[src/gam_params.svh]
`ifndef GAM_PARAMS_SVH
`define GAM_PARAMS_SVH

// register byte offsets on the wishbone bus
`define GAM_ADR_CTRL 8'h00
`define GAM_ADR_THRESH 8'h04
`define GAM_ADR_DEADBAND 8'h08
`define GAM_ADR_DWELL 8'h0c
`define GAM_ADR_FSCALE 8'h10
`define GAM_ADR_STATUS 8'h14
`define GAM_ADR_FAULTS 8'h18
`define GAM_ADR_CODE 8'h1c

// control register field positions
`define GAM_CTRL_RELAY 0
`define GAM_CTRL_LOWDIR 1
`define GAM_CTRL_LOWFLOW 2

// status register field positions
`define GAM_ST_ALARM 1
`define GAM_ST_FAULT 2
`define GAM_ST_BEAT 7
`define GAM_ST_RELAY 8
`define GAM_ST_WARN 9

// fault vector bit positions, warnings in the upper part
`define GAM_F_E10 0
`define GAM_F_E11 1
`define GAM_F_E12 2
`define GAM_F_E13 3
`define GAM_F_E14 4
`define GAM_F_E20 5
`define GAM_F_E21 6
`define GAM_F_E22 7
`define GAM_F_E23 8
`define GAM_F_E30 9
`define GAM_F_E31 10
`define GAM_F_E32 11
`define GAM_F_E34 12
`define GAM_F_W01 16
`define GAM_F_W02 17

// reset values
`define GAM_RST_THRESH 16'h0014
`define GAM_RST_DEADBAND 16'h0000
`define GAM_RST_DWELL 5'h00
`define GAM_RST_FSCALE 16'h0064

// limits and levels
`define GAM_DWELL_MAX 5'h1e
`define GAM_PCT_MIN 8'h01
`define GAM_PCT_MAX 8'h64
`define GAM_FLOW_HIGH_PCT 16'sh0078
`define GAM_LOWFLOW_ML 16'h00fa
`define GAM_PYRO_LOW_MA 16'h0032
`define GAM_PYRO_HIGH_MA 16'h0384

// timing: one second tick, heartbeat half period in seconds
`define GAM_CLK_PERIOD_NS 8
`define GAM_TICK_SEC 1
`define GAM_TICK_CYCLES (`GAM_TICK_SEC * 1000000000 / `GAM_CLK_PERIOD_NS)
`define GAM_BEAT_SEC 2
`define GAM_HUNT_LIMIT 8

`endif

[src/gam_pkg.sv]
package gam_pkg;

	// one measurement update from the sampling path
	typedef struct packed {
		logic [15:0] conc; // gas concentration, raw units
		logic signed [15:0] flowPct; // flow in percent of nominal
		logic [15:0] flowMl; // flow in ml
		logic [15:0] pyroMa; // pyrolyzer current in mA
	} gam_meas_s;

	// status levels from cartridge and main board, asynchronous
	typedef struct packed {
		logic cartMissing;
		logic cartDefect;
		logic cartCommLost;
		logic sensorMissing;
		logic sensorNvmBad;
		logic selfTestBad;
		logic flowSensorStopped;
		logic mainNvmMissing;
		logic calExpired;
		logic mfgDateMissing;
	} gam_pins_s;

	// software control bits
	typedef struct packed {
		logic lowFlowCheckEnable; // low_flow_check_enable
		logic lowDirectionMode; // 1 low_direction_mode, 0 high
		logic alarmTwoRelaySetting; // relay on/off
	} gam_ctrl_s;

	// alarm qualification states
	typedef enum logic [1:0] {
		GAM_IDLE,
		GAM_QUALIFY,
		GAM_ALARM
	} gam_alm_e;

	typedef logic [17:0] gam_fault_t;

endpackage : gam_pkg

[src/gam_monitor.sv]
// Function
// threshold accepted only within 1..100% full scale
// high and low alarm directions supported
// high: trip above threshold+band, release below threshold-band; code also trips at threshold+band
// low: trip below threshold-band, release above threshold+band; code also trips at threshold-band
// dead band resets to zero
// dwell time 0..30 seconds, one second steps
// alarm only after condition held full dwell
// relay follows alarm only when relay enabled
// E-10 cartridge missing or defective
// E-11 cartridge communication lost
// E-12 no gas sensor in cartridge
// E-13 sensor board memory defective
// E-14 sensor self-test defective
// E-20 flow sensor not running
// E-21 flow below 0%, E-22 above 120%
// E-23 flow below 250 ml when enabled
// E-30 pyrolyzer current below 50 mA
// E-31 main memory not detected
// E-32 pyrolyzer current above 900 mA
// E-34 measurement hunting continuously
// W-01 calibration period expired
// W-02 manufacture date not entered
// status bit1 alarm, bit2 fault, bit7 heartbeat
// evaluate per update, one second dwell tick
//
// The Wishbone slave port and the address map were decided locally.
`include "gam_params.svh"

module gam_monitor
	import gam_pkg::*;
#(
	parameter int TICK_CYCLES = `GAM_TICK_CYCLES,
	parameter int HUNT_LIMIT = `GAM_HUNT_LIMIT
) (
	input wire logic clk,
	input wire logic rst_n,
	input wire logic cyc_i,
	input wire logic stb_i,
	input wire logic we_i,
	input wire logic [7:0] adr_i,
	input wire logic [3:0] sel_i,
	input wire logic [31:0] dat_i,
	output logic [31:0] dat_o,
	output logic ack_o,
	input wire logic measValid,
	input wire gam_meas_s meas,
	input wire gam_pins_s pins,
	output logic relayOut,
	output logic alarmActive,
	output logic faultActive,
	output logic warnActive
);
	if (TICK_CYCLES < 2) begin : g_badTick
		$error("tick period must be at least two cycles");
	end

	// byte-lane merge of a write into an old register value
	function automatic logic [31:0] laneMerge(input logic [31:0] old,
		input logic [31:0] wd, input logic [3:0] sel);
		logic [31:0] r;
		r = old;
		for (int i = 0; i < 4; i++) begin
			if (sel[i]) begin
				r[i*8 +: 8] = wd[i*8 +: 8];
			end
		end
		return r;
	endfunction

	// threshold must lie between 1% and 100% of full scale
	function automatic logic thrInRange(input logic [15:0] thr,
		input logic [15:0] fs);
		logic [23:0] t100;
		logic [23:0] lo;
		logic [23:0] hi;
		t100 = 24'(thr) * 24'h000064;
		lo = 24'(fs) * 24'(`GAM_PCT_MIN);
		hi = 24'(fs) * 24'(`GAM_PCT_MAX);
		return (t100 >= lo) && (t100 <= hi) && (thr != 16'h0000);
	endfunction

	// fault number shown to software, lowest active bit wins
	function automatic logic [7:0] codeOf(input gam_fault_t f);
		logic [7:0] c;
		c = 8'h00;
		for (int i = 17; i >= 0; i--) begin
			if (f[i]) begin
				case (i)
					`GAM_F_E10: c = 8'h10;
					`GAM_F_E11: c = 8'h11;
					`GAM_F_E12: c = 8'h12;
					`GAM_F_E13: c = 8'h13;
					`GAM_F_E14: c = 8'h14;
					`GAM_F_E20: c = 8'h20;
					`GAM_F_E21: c = 8'h21;
					`GAM_F_E22: c = 8'h22;
					`GAM_F_E23: c = 8'h23;
					`GAM_F_E30: c = 8'h30;
					`GAM_F_E31: c = 8'h31;
					`GAM_F_E32: c = 8'h32;
					`GAM_F_E34: c = 8'h34;
					`GAM_F_W01: c = 8'h81;
					`GAM_F_W02: c = 8'h82;
					default: c = c;
				endcase
			end
		end
		return c;
	endfunction

	gam_ctrl_s ctrl_reg; // control bits
	logic [15:0] thr_reg; // alarm_level_two_setting
	logic [15:0] band_reg; // dead band
	logic [4:0] dwell_reg; // alarm_two_dwell_setting, seconds
	logic [15:0] fscale_reg; // full-scale concentration
	logic ack_reg; // bus answer
	logic [31:0] datOut_reg; // read data
	gam_pins_s pinsMeta_reg; // first synchroniser stage
	gam_pins_s pinsSync_reg; // second stage, the only one read
	gam_meas_s meas_reg; // last measurement update
	logic trip_reg; // trip condition at last update
	logic release_reg; // release condition at last update
	gam_alm_e alm_reg; // alarm qualification state
	logic [4:0] dwellCnt_reg; // seconds the trip has held
	logic [31:0] tickCnt_reg; // cycle counter for the tick
	logic tick_reg; // one-cycle pulse each second
	logic [1:0] beatCnt_reg; // seconds since last heartbeat flip
	logic beat_reg; // heartbeat
	gam_fault_t fault_reg; // fault and warning vector
	logic relay_reg; // relay drive
	logic hunting; // from hunt detector
	logic busReq; // request seen this cycle
	logic busWr; // write takes effect this edge
	logic [31:0] wrThr; // merged threshold write
	logic [31:0] statusWord; // assembled status
	logic [17:0] upper; // threshold plus band
	logic signed [17:0] lower; // threshold minus band
	logic [17:0] concW; // concentration widened

	// classic wishbone slave: answer one cycle after the request
	assign busReq = cyc_i && stb_i && !ack_reg;
	assign busWr = cyc_i && stb_i && we_i && ack_reg;
	assign ack_o = ack_reg;
	assign dat_o = datOut_reg;
	assign wrThr = laneMerge({16'h0000, thr_reg}, dat_i, sel_i);

	// ack toggles, so a held request is answered every other cycle
	always_ff @(posedge clk) begin
		if (!rst_n) begin
			ack_reg <= 1'b0;
		end else begin
			ack_reg <= busReq;
		end
	end

	// status word shown to software
	always_comb begin
		statusWord = 32'h0000_0000;
		statusWord[`GAM_ST_ALARM] = (alm_reg == GAM_ALARM);
		statusWord[`GAM_ST_FAULT] = |fault_reg[12:0];
		statusWord[`GAM_ST_BEAT] = beat_reg;
		statusWord[`GAM_ST_RELAY] = relay_reg;
		statusWord[`GAM_ST_WARN] = |fault_reg[17:16];
	end

	// read data captured in the request cycle, held with the ack
	always_ff @(posedge clk) begin
		if (!rst_n) begin
			datOut_reg <= 32'h0000_0000;
		end else if (busReq && !we_i) begin
			if (adr_i == `GAM_ADR_CTRL) begin
				datOut_reg <= {29'h0, ctrl_reg};
			end else if (adr_i == `GAM_ADR_THRESH) begin
				datOut_reg <= {16'h0000, thr_reg};
			end else if (adr_i == `GAM_ADR_DEADBAND) begin
				datOut_reg <= {16'h0000, band_reg};
			end else if (adr_i == `GAM_ADR_DWELL) begin
				datOut_reg <= {27'h0, dwell_reg};
			end else if (adr_i == `GAM_ADR_FSCALE) begin
				datOut_reg <= {16'h0000, fscale_reg};
			end else if (adr_i == `GAM_ADR_STATUS) begin
				datOut_reg <= statusWord;
			end else if (adr_i == `GAM_ADR_FAULTS) begin
				datOut_reg <= {14'h0, fault_reg};
			end else if (adr_i == `GAM_ADR_CODE) begin
				datOut_reg <= {24'h0, codeOf(fault_reg)};
			end else begin
				datOut_reg <= 32'h0000_0000; // unmapped reads zero
			end
		end
	end

	// settings: written at the edge where ack is high
	always_ff @(posedge clk) begin
		logic [31:0] m;
		m = 32'h0000_0000;
		if (!rst_n) begin
			ctrl_reg <= '0;
			thr_reg <= `GAM_RST_THRESH;
			band_reg <= `GAM_RST_DEADBAND;
			dwell_reg <= `GAM_RST_DWELL;
			fscale_reg <= `GAM_RST_FSCALE;
		end else if (busWr) begin
			if (adr_i == `GAM_ADR_CTRL) begin
				m = laneMerge({29'h0, ctrl_reg}, dat_i, sel_i);
				ctrl_reg <= m[2:0];
			end else if (adr_i == `GAM_ADR_THRESH) begin
				// out-of-range values are dropped, old one stays
				if (thrInRange(wrThr[15:0], fscale_reg)) begin
					thr_reg <= wrThr[15:0];
				end
			end else if (adr_i == `GAM_ADR_DEADBAND) begin
				m = laneMerge({16'h0000, band_reg}, dat_i, sel_i);
				band_reg <= m[15:0];
			end else if (adr_i == `GAM_ADR_DWELL) begin
				m = laneMerge({27'h0, dwell_reg}, dat_i, sel_i);
				if (m[31:5] == 27'h0 && m[4:0] <= `GAM_DWELL_MAX) begin
					dwell_reg <= m[4:0];
				end
			end else if (adr_i == `GAM_ADR_FSCALE) begin
				m = laneMerge({16'h0000, fscale_reg}, dat_i, sel_i);
				fscale_reg <= m[15:0];
			end
		end
	end

	// pin levels cross into the clock domain through two flops
	always_ff @(posedge clk) begin
		if (!rst_n) begin
			pinsMeta_reg <= '0;
			pinsSync_reg <= '0;
		end else begin
			pinsMeta_reg <= pins;
			pinsSync_reg <= pinsMeta_reg;
		end
	end

	// one second tick and the two second heartbeat
	always_ff @(posedge clk) begin
		if (!rst_n) begin
			tickCnt_reg <= 32'h0000_0000;
			tick_reg <= 1'b0;
		end else if (tickCnt_reg == 32'(TICK_CYCLES - 1)) begin
			tickCnt_reg <= 32'h0000_0000;
			tick_reg <= 1'b1;
		end else begin
			tickCnt_reg <= tickCnt_reg + 32'h0000_0001;
			tick_reg <= 1'b0;
		end
	end

	always_ff @(posedge clk) begin
		if (!rst_n) begin
			beatCnt_reg <= 2'h0;
			beat_reg <= 1'b0;
		end else if (tick_reg) begin
			if (beatCnt_reg == 2'(`GAM_BEAT_SEC - 1)) begin
				beatCnt_reg <= 2'h0;
				beat_reg <= !beat_reg;
			end else begin
				beatCnt_reg <= beatCnt_reg + 2'h1;
			end
		end
	end

	// hysteresis limits; lower limit goes below zero when band exceeds threshold, compared with signed math
	assign upper = 18'(thr_reg) + 18'(band_reg);
	assign lower = $signed(18'(thr_reg)) - $signed(18'(band_reg));
	assign concW = 18'(meas.conc);

	// conditions sampled only on a measurement update
	always_ff @(posedge clk) begin
		if (!rst_n) begin
			meas_reg <= '0;
			trip_reg <= 1'b0;
			release_reg <= 1'b0;
		end else if (measValid) begin
			meas_reg <= meas;
			if (!ctrl_reg.lowDirectionMode) begin
				trip_reg <= concW >= upper;
				release_reg <= $signed(concW) < lower;
			end else begin
				trip_reg <= $signed(concW) <= lower;
				release_reg <= concW > upper;
			end
		end
	end

	// alarm qualification: a trip must hold for the whole dwell
	always_ff @(posedge clk) begin
		if (!rst_n) begin
			alm_reg <= GAM_IDLE;
			dwellCnt_reg <= 5'h00;
		end else begin
			case (alm_reg)
				GAM_IDLE: begin
					dwellCnt_reg <= 5'h00;
					if (trip_reg) begin
						alm_reg <= GAM_QUALIFY;
					end
				end
				GAM_QUALIFY: begin
					// trip lost early: start again from zero
					if (!trip_reg) begin
						alm_reg <= GAM_IDLE;
					end else if (dwellCnt_reg >= dwell_reg) begin
						alm_reg <= GAM_ALARM;
					end else if (tick_reg) begin
						dwellCnt_reg <= dwellCnt_reg + 5'h01;
					end
				end
				GAM_ALARM: begin
					if (release_reg) begin
						alm_reg <= GAM_IDLE;
					end
				end
				default: alm_reg <= GAM_IDLE;
			endcase
		end
	end

	// relay only when contact output is switched on
	always_ff @(posedge clk) begin
		if (!rst_n) begin
			relay_reg <= 1'b0;
		end else begin
			relay_reg <= ctrl_reg.alarmTwoRelaySetting &&
				(alm_reg == GAM_ALARM);
		end
	end

	gam_hunt_detect #(
		.WIDTH(16),
		.LIMIT(HUNT_LIMIT)
	) u_hunt (
		.clk(clk),
		.rst_n(rst_n),
		.sampleValid(measValid),
		.sample(meas.conc),
		.hunting(hunting)
	);

	// fault and warning vector, levels, no latching
	always_ff @(posedge clk) begin
		if (!rst_n) begin
			fault_reg <= '0;
		end else begin
			fault_reg <= '0;
			fault_reg[`GAM_F_E10] <= pinsSync_reg.cartMissing ||
				pinsSync_reg.cartDefect;
			fault_reg[`GAM_F_E11] <= pinsSync_reg.cartCommLost;
			fault_reg[`GAM_F_E12] <= pinsSync_reg.sensorMissing;
			fault_reg[`GAM_F_E13] <= pinsSync_reg.sensorNvmBad;
			fault_reg[`GAM_F_E14] <= pinsSync_reg.selfTestBad;
			fault_reg[`GAM_F_E20] <= pinsSync_reg.flowSensorStopped;
			fault_reg[`GAM_F_E21] <= meas_reg.flowPct < 16'sh0000;
			fault_reg[`GAM_F_E22] <=
				meas_reg.flowPct > `GAM_FLOW_HIGH_PCT;
			fault_reg[`GAM_F_E23] <= ctrl_reg.lowFlowCheckEnable &&
				(meas_reg.flowMl < `GAM_LOWFLOW_ML);
			fault_reg[`GAM_F_E30] <= meas_reg.pyroMa < `GAM_PYRO_LOW_MA;
			fault_reg[`GAM_F_E31] <= pinsSync_reg.mainNvmMissing;
			fault_reg[`GAM_F_E32] <=
				meas_reg.pyroMa > `GAM_PYRO_HIGH_MA;
			fault_reg[`GAM_F_E34] <= hunting;
			fault_reg[`GAM_F_W01] <= pinsSync_reg.calExpired;
			fault_reg[`GAM_F_W02] <= pinsSync_reg.mfgDateMissing;
		end
	end

	assign relayOut = relay_reg;
	assign alarmActive = (alm_reg == GAM_ALARM);
	assign faultActive = |fault_reg[12:0];
	assign warnActive = |fault_reg[17:16];

	// checks beside the logic
	property p_thrRefuse;
		@(posedge clk) disable iff (!rst_n)
		busWr && adr_i == `GAM_ADR_THRESH &&
			!thrInRange(wrThr[15:0], fscale_reg) |=> $stable(thr_reg);
	endproperty
	a_thrRefuse: assert property (p_thrRefuse) else
		$error("out-of-range threshold was accepted");

	property p_bandReset;
		@(posedge clk) $rose(rst_n) |-> band_reg == 16'h0000;
	endproperty
	a_bandReset: assert property (p_bandReset) else
		$error("dead band not zero after reset");

	property p_dwellMax;
		@(posedge clk) disable iff (!rst_n) dwell_reg <= `GAM_DWELL_MAX;
	endproperty
	a_dwellMax: assert property (p_dwellMax) else
		$error("dwell above thirty seconds");

	property p_dwellHeld;
		@(posedge clk) disable iff (!rst_n)
		$rose(alm_reg == GAM_ALARM) |->
			$past(trip_reg) && $past(dwellCnt_reg) >= $past(dwell_reg);
	endproperty
	a_dwellHeld: assert property (p_dwellHeld) else
		$error("alarm raised before dwell elapsed");

	property p_relayGate;
		@(posedge clk) disable iff (!rst_n)
		relayOut |-> $past(ctrl_reg.alarmTwoRelaySetting) &&
			$past(alm_reg == GAM_ALARM);
	endproperty
	a_relayGate: assert property (p_relayGate) else
		$error("relay driven while disabled or idle");

	property p_highTrip;
		@(posedge clk) disable iff (!rst_n)
		measValid && !ctrl_reg.lowDirectionMode && concW >= upper
			|=> trip_reg;
	endproperty
	a_highTrip: assert property (p_highTrip) else
		$error("high trip not detected");

	property p_lowRelease;
		@(posedge clk) disable iff (!rst_n)
		measValid && ctrl_reg.lowDirectionMode && concW > upper
			|=> release_reg ##1 alm_reg != GAM_ALARM;
	endproperty
	a_lowRelease: assert property (p_lowRelease) else
		$error("low alarm not released");

	property p_flowHigh;
		@(posedge clk) disable iff (!rst_n)
		measValid && meas.flowPct > `GAM_FLOW_HIGH_PCT
			|=> ##1 fault_reg[`GAM_F_E22] && faultActive;
	endproperty
	a_flowHigh: assert property (p_flowHigh) else
		$error("flow above limit without fault");

	property p_lowFlowOff;
		@(posedge clk) disable iff (!rst_n)
		!ctrl_reg.lowFlowCheckEnable |=> !fault_reg[`GAM_F_E23];
	endproperty
	a_lowFlowOff: assert property (p_lowFlowOff) else
		$error("low flow fault while check disabled");

	property p_beatOnTick;
		@(posedge clk) disable iff (!rst_n)
		$changed(beat_reg) |-> $past(tick_reg);
	endproperty
	a_beatOnTick: assert property (p_beatOnTick) else
		$error("heartbeat flipped off the tick");

	c_alarm: cover property (@(posedge clk) disable iff (!rst_n)
		$rose(alm_reg == GAM_ALARM));
	c_abort: cover property (@(posedge clk) disable iff (!rst_n)
		alm_reg == GAM_QUALIFY ##1 alm_reg == GAM_IDLE);
	c_relay: cover property (@(posedge clk) disable iff (!rst_n)
		$rose(relayOut));
	c_hunt: cover property (@(posedge clk) disable iff (!rst_n)
		$rose(fault_reg[`GAM_F_E34]));
endmodule // gam_monitor

[src/gam_hunt_detect.sv]
`include "gam_params.svh"

// flags a measurement that keeps reversing direction on each update
module gam_hunt_detect
	import gam_pkg::*;
#(
	parameter int WIDTH = 16,
	parameter int LIMIT = `GAM_HUNT_LIMIT
) (
	input wire logic clk,
	input wire logic rst_n,
	input wire logic sampleValid,
	input wire logic [WIDTH-1:0] sample,
	output logic hunting
);
	if (LIMIT < 2 || LIMIT > 255) begin : g_badLimit
		$error("hunt limit must be 2..255");
	end

	logic [WIDTH-1:0] prevSample_reg; // last sample seen
	logic [1:0] prevDir_reg; // 0 flat, 1 up, 2 down
	logic [7:0] revCount_reg; // consecutive reversals
	logic [1:0] dirNow;
	logic reversal;

	// direction of this step compared to the previous sample
	always_comb begin
		if (sample > prevSample_reg) begin
			dirNow = 2'h1;
		end else if (sample < prevSample_reg) begin
			dirNow = 2'h2;
		end else begin
			dirNow = 2'h0;
		end
		reversal = (dirNow != 2'h0) && (prevDir_reg != 2'h0) &&
			(dirNow != prevDir_reg);
	end

	// a single non-reversing step breaks the run: only steady hunting counts
	always_ff @(posedge clk) begin
		if (!rst_n) begin
			prevSample_reg <= '0;
			prevDir_reg <= 2'h0;
			revCount_reg <= 8'h00;
		end else if (sampleValid) begin
			prevSample_reg <= sample;
			prevDir_reg <= dirNow;
			if (!reversal) begin
				revCount_reg <= 8'h00;
			end else if (revCount_reg != 8'hff) begin
				revCount_reg <= revCount_reg + 8'h01;
			end
		end
	end

	assign hunting = (revCount_reg >= 8'(LIMIT));
endmodule // gam_hunt_detect

[config.mk]
export PLATFORM = sky130hd
export DESIGN_NAME = gam_monitor
export DESIGN_NICKNAME = d
export VERILOG_FILES = /design/src/gam_pkg.sv /design/src/gam_monitor.sv /design/src/gam_hunt_detect.sv
export VERILOG_INCLUDE_DIRS = /design/src
export SDC_FILE = /design/constraint.sdc
export NUM_CORES = 1
export LEC_CHECK = 0
export ABC_AREA = 0
export BUFFER_PORTS_ARGS = -buffer_cell sky130_fd_sc_hd__buf_2
export CELL_PAD_IN_SITES_DETAIL_PLACEMENT = 1
export CELL_PAD_IN_SITES_GLOBAL_PLACEMENT = 1
export CORE_UTILIZATION = 30
export CTS_BUF_LIST = sky130_fd_sc_hd__clkbuf_4 sky130_fd_sc_hd__clkbuf_8
export CTS_CLUSTER_SIZE = 24
export DETAILED_ROUTE_END_ITERATION = 8
export GPL_ROUTABILITY_DRIVEN = 0
export PLACE_DENSITY = 0.56
export SYNTH_ARGS = -nofsm -noshare
export SYNTH_HDL_FRONTEND = slang
export SYNTH_HIERARCHICAL = 1
export SYNTH_SLANG_ARGS = --single-unit
[constraint.sdc]
create_clock -name clk -period 14.2 [get_ports clk]
set_input_delay 0.71 -clock clk [delete_from_list [all_inputs] [get_ports clk]]
set_output_delay 0.71 -clock clk [all_outputs]
set_load 0.1 [all_outputs]
### Yosys cells after proc, flatten, opt, wreduce, memory -nomap -nowiden

Index checks and enable logic that the tools add are counted.

* flip-flop bits (word level): 247

* add/subtract/negate cells: 6
* $mul: 2
* $lt $le $gt $ge: 16
* eq/ne operators: 20
* multiplexer cells: 70
* bitwise operators: 5
* reduce and logical (&&, ||, !) cells: 37

Operators with widths (number)
* 8-bit 2-to-1 mux: 48
* 18-bit 2-to-1 mux: 7
* 16-bit by 5-bit multiplier with 21-bit output (second input constant): 2
* 32-bit by 1-bit adder with 32-bit output (second input constant): 1
* 32-bit by 27-bit equality test with 1-bit output (second input constant): 1
* 8-bit by 5-bit equality test with 1-bit output (second input constant): 4
* 27-bit logical NOT: 1
* 23-bit by 16-bit >= comparator with 1-bit output: 1
* 23-bit <= comparator: 1
* 16-bit by 16-bit adder with 17-bit output: 1
* 16-bit by 17-bit >= comparator with 1-bit output: 1
* 16-bit by 17-bit greater-than comparator with 1-bit output: 1
* 17-bit <= comparator: 1
* 17-bit less-than comparator: 1
* 16-bit by 16-bit subtractor with 17-bit output: 1
* 8-bit by 4-bit equality test with 1-bit output (second input constant): 2
* 16-bit by 10-bit greater-than comparator with 1-bit output (second input constant): 1
* 16-bit greater-than comparator: 1
* 16-bit by 8-bit greater-than comparator with 1-bit output (second input constant): 1
* 16-bit by 1-bit less-than comparator with 1-bit output (second input constant): 1
* 16-bit less-than comparator: 1
* 16-bit by 6-bit less-than comparator with 1-bit output (second input constant): 1
* 16-bit by 8-bit less-than comparator with 1-bit output (second input constant): 1
* 16-bit nonzero test: 1
* 34 further kinds: 74

### Depth between registers and ports, before layout

* word-level depth: 23
* gate-level depth with buffers: 27

### By module

Netlist, hierarchy kept.

By module, submodules not included
* gam_monitor: instances 1, cells each 1683, area an instance 15023.2 um^2, seq. area each 4063.9 um^2
* gam_hunt_detect: instances 1, cells each 184, area an instance 1610.3 um^2, seq. area each 520.5 um^2

### Least setup slack after synthesis

Ideal clock, no wire load.

* path type: input to register
* from: input sel_i[0]
* to: register thr_reg[10]
* arrival time: 6017 ps
* slack: 8067 ps
* stages on the path: 25
* buffers on the path: 2
* path through: buf_2 > mux2i_1 > inv_1 > ha_1 > ha_1 > inv_1 > fa_1 > inv_1 > ha_1 > a211oi_1 > o21bai_2 > nor3_1 > a211oi_1 > a31oi_1 > xnor2_1 > ha_1 > and4_1 > nand4_1 > nor4_1 > nand2_1 > o221ai_1 > o31a_2 > buf_6 > nand3_2 > o211a_1

* cells in the longest elaborated chain, start to end: 6
* elaborated cells on any way between the ends: 8
* classes of those cells: mul: 1; order compare: 2; mux: 1; reduce/logical: 4

Ends and longest elaborated chain
* start, declared: RTL line gam_monitor.sv:42 `input wire logic [3:0] sel_i,`
* 8-bit 2-to-1 mux *: RTL line gam_monitor.sv:64 `if (sel[i]) begin`
* named net wrThr[7]: RTL line gam_monitor.sv:135 `logic [31:0] wrThr;`
* 16-bit by 5-bit multiplier with 21-bit output: RTL line gam_monitor.sv:77 `t100 = 24'(thr) * 24'h000064;`
* 23-bit by 16-bit >= comparator with 1-bit output or 23-bit <= comparator (tied branches): RTL line gam_monitor.sv:80 `return (t100 >= lo) && (t100 <= hi) && (thr != 16'h0000);`
* 1-bit logical AND: RTL line gam_monitor.sv:80
* 1-bit logical AND *: RTL line gam_monitor.sv:80
* 4-bit AND reduction (no source line) *
* end signal, assigned: RTL line gam_monitor.sv:200 `` thr_reg <= `GAM_RST_THRESH; ``
* end signal, assigned: RTL line gam_monitor.sv:211 `thr_reg <= wrThr[15:0];`
* end, declared: RTL line gam_monitor.sv:113 `logic [15:0] thr_reg;`

The timed path passes the listed nets; every way through them passes the cells marked *.
A chain may end at the register's enable or synchronous reset.

### Final worst setup path

* from: input sel_i[0]
* to: register thr_reg[13]

The elaborated chain is that of the path after synthesis.

==> flow_summary_export.csv <==
group,metric,value,unit
floorplanning,die_w,237,µm
worst_setup_path,r2r_setup_slack,7360,ps
clock_tree,clock-root-buffer,"clkbuf_8",
pwr,peakVddDrop,0.0000541,V
final_layout,drive_above_1_share,14.0,%
final_layout,fill_cells,6375,
worst_setup_path,path_class,"in2reg",
drt,dr.pass1.iters,5,
clock_tree,cts_hold_buf,0,
clock_tree,clock_latency,630,ps
run_status,outcome,"finished, final reports clean",
floorplanning,die_h,237,µm
sta,finalHoldViolCount,0,
sta,finalCriticalPeriod,6880,ps
final_layout,final_cell_mix,"238 x ha_1, 229 x dfxtp_1, 154 x inv_1, 143 x buf_2, 119 x nor2_1",
clock_tree,clkTransAtPathRegs,60,ps
final_layout,diodes,0,
clock_tree,cts.sinks,229,
pwr,p_leak,8.63,nW
place,hpwlAfterDp,39.3,mm
worst_setup_path,end_kind,"register",
worst_setup_path,critPathRequiredTime,14720,ps
global_route,grt_max_degree,96,
synthesis,synth_top_area_cell,"dfxtp_1",
global_route,grt_use_total,17.7,%
final_layout,fin_util,35.2,%
drt,vias,13900,
worst_setup_path,r2r-end,"thr_reg[13]$_SDFFE_PN0P_",
drt,route.detailed.drc,0,
clock_tree,cts_max_level,2,
global_route,antenna_found_initial,3,
global_route,grt_overflow,0,
final_layout,fin_nets,2403,
synthesis,synthCells,1867,
clock_tree,cts_tree,"built",
sta,slew_viol_final,0,
worst_setup_path,worst-path-buf-inv,4,
drt,wl,49.8,mm
floorplanning,row_count,85,
clock_tree,cts_resized,0,
pwr,finalPower,1.82,mW
synthesis,yosysTopAreaCellShare,27.6,%
floorplanning,core,54300,µm²
synthesis,async_reset_ff_share,0,%
worst_hold_path,hp-class,"in2reg",
worst_setup_path,cp_top_family,"compound AO/OA/AOI/OAI gates",
worst_hold_path,worstHoldStart,"pins[8]",
global_route,grt_pass1_wl,79.0,mm
clock_tree,clockBufferDepth,3,
sta,setup_viol,0,
synthesis,synth_edf_count,0,
synthesis,ys_seq_area_share,27.6,%
sta,fin_crit_sh,48.4,%
clock_tree,postCtsSetupRepairBufs,0,
floorplanning,dieArea,56400,µm²
synthesis,syn_avg_cell_area,8.91,µm²
worst_hold_path,whs_endpoint,"pinsMeta_reg[8]$_SDFF_PN0_",
worst_hold_path,whs_path_depth,2,
drt,post_drt_wl_per_cell,17.8,µm
synthesis,syn_area,16600,µm²
worst_setup_path,critPathMaxStageDelay,650,ps
sta,slew_headroom,33.0,%
sta,rsz0062_at_grt,"no",
worst_setup_path,arrival,7400,ps
synthesis,ys_warn_count,6,
worst_setup_path,reg2reg_depth,23,
final_layout,final_common_cell,"ha_1",
floorplanning,initial_core_util,30.6,%
place,portBuffers,145,
synthesis,ys.flop_type,"dfxtp_1",
final_layout,syn2layout_area_growth,15.1,%
worst_setup_path,timing.critical_path.mode_cell,"ha_1",
final_layout,largest_reg_flops,47,
synthesis,ys_top_cells_by_area,"dfxtp_1 28%, ha_1 18%, mux2i_1 7.1%",
worst_setup_path,crit_path_cell_trace,"buf_2, mux2i_1, inv_1, ha_1, ha_1, inv_1, fa_1, inv_1, ha_1, a211oi_1, o21bai_2, nor3_1, a211oi_1, a31oi_1, xnor2_1, ha_1, and4_1, nand4_1, nor4_1, nand2_1, o221ai_1, o31ai_1, nor2_2, o211a_1",
drt,drtAntennaViolNets,0,
drt,viasPerCell,4.98,
clock_tree,numCtsBuffers,47,
floorplanning,ios,161,
global_route,grt_pass1_vias,14600,
pwr,pwr_density_cell,95.0,nW/µm²
worst_setup_path,critPathMaxFanout,14,
run,max-cap-violations,0,
worst_setup_path,cp-start-kind,"input port",
worst_setup_path,crit_slowest_cell,"a211oi_1",
sta,worst_pin_slew,1000,ps
sta,fmax,0.145,GHz
sta,fin_setup_tns,0,ps
synthesis,ys_ff_latch,229,
sta,fin_skew,54.4,ps
synthesis,synth_cell_types,92,
drt,drtIter0Drc,627,
worst_setup_path,r2r-start,"thr_reg[7]$_SDFFE_PN0P_",
-- worst max path at each step --
| stage | from | endpoint | slack [ps] | cells past startpoint |
|---|---|---|---|---|
| CTS | thr_reg[7]$_SDFFE_PN0P_ | thr_reg[13]$_SDFFE_PN0P_ | 7250 | 23 |
| detailed placement | sel_i[0] | thr_reg[13]$_SDFFE_PN0P_ | 6670 | 24 |
| finish | sel_i[0] | thr_reg[13]$_SDFFE_PN0P_ | 7320 | 24 |
| global route | sel_i[0] | thr_reg[13]$_SDFFE_PN0P_ | 6870 | 24 |
| global placement | sel_i[0] | thr_reg[5]$_SDFFE_PN0P_ | 6680 | 24 |
| floorplan | sel_i[0] | thr_reg[10]$_SDFFE_PN0P_ | 8070 | 25 |
-- worst reg2reg max path, stage by stage (launching register included) --
cell      delay (ps)
dfxtp_1          380
mux2i_1          430
inv_1            140
ha_1             320
ha_1             270
inv_1             50
fa_1             500
inv_1             40
ha_1             360
a211oi_1         130
o21bai_2         290
nor3_1            80
a211oi_1         650
a31oi_1          200
xnor2_1          460
ha_1             240
and4_1           270
nand4_1          120
nor4_1           360
nand2_1          130
o221ai_1         250
o31ai_1          230
nor2_2           600
o211a_1          230
-- per-stage QoR --
stage               hold WS (ps)  setup WS (ps)  cells  cell area [µm²]
global placement             421           6680   2707            18100
finish                       281           7320   2794            19200
floorplan                    405           8070   1880            16700
CTS                          230           7250   2794            19200
global route                 257           6870   2794            19200
detailed placement           421           6670   2707            18100
-- cell usage after synthesis (24+ instances only) --
cell / number
o21ai_0: 69
xor2_1: 42
nand2_1: 85
xnor2_1: 42
clkbuf_1: 40
and2_1: 42
nor3_1: 45
nor2b_1: 118
inv_1: 154
fa_1: 24
ha_1: 238
dfxtp_1: 229
mux2i_1: 118
nand3_1: 40
a21oi_1: 85
nand4_1: 31
nor2_1: 119
-- final cells by class --
| cell class | count | area (µm²) | share of cell area [%] |
|---|---|---|---|
| multi-input cells | 1426 | 11100 | 58.2 |
| flip-flops and latches | 229 | 4580 | 23.9 |
| well taps | 739 | 925 | 4.83 |
| clock buffers | 71 | 908 | 4.74 |
| repair buffers | 159 | 836 | 4.36 |
| inverters | 154 | 578 | 3.02 |
| clock inverters | 16 | 174 | 0.908 |
-- power breakdown --
| group | internal, mW | switching (mW) |
|---|---|---|
| logic | 0.134 | 0.225 |
| clock network | 0.467 | 0.320 |
| registers | 0.662 | 0.0131 |
-- logic make-up after synthesis --
logic type               synth area share [%]
other                                  0.0225
buffers and inverters                    5.75
AND/OR/NAND/NOR                          19.6
multiplexers                             7.17
flip-flops                               27.6
adder cells (fa/ha/maj)                  20.8
AO/OA/AOI/OAI                            14.5
XOR/XNOR                                 4.52
-- layer usage --
layer	GRT usage [%]	up-vias	routed length, µm	share of wire [%]
met5	0	-	12	0.024
met4	5.38	2	1180	2.4
met3	2.98	69	1890	3.8
met2	28.8	219	22500	45
met1	23.9	6720	24200	49
li1	-	6894	-	-
Note: power is estimated with default switching activity, not from simulation.
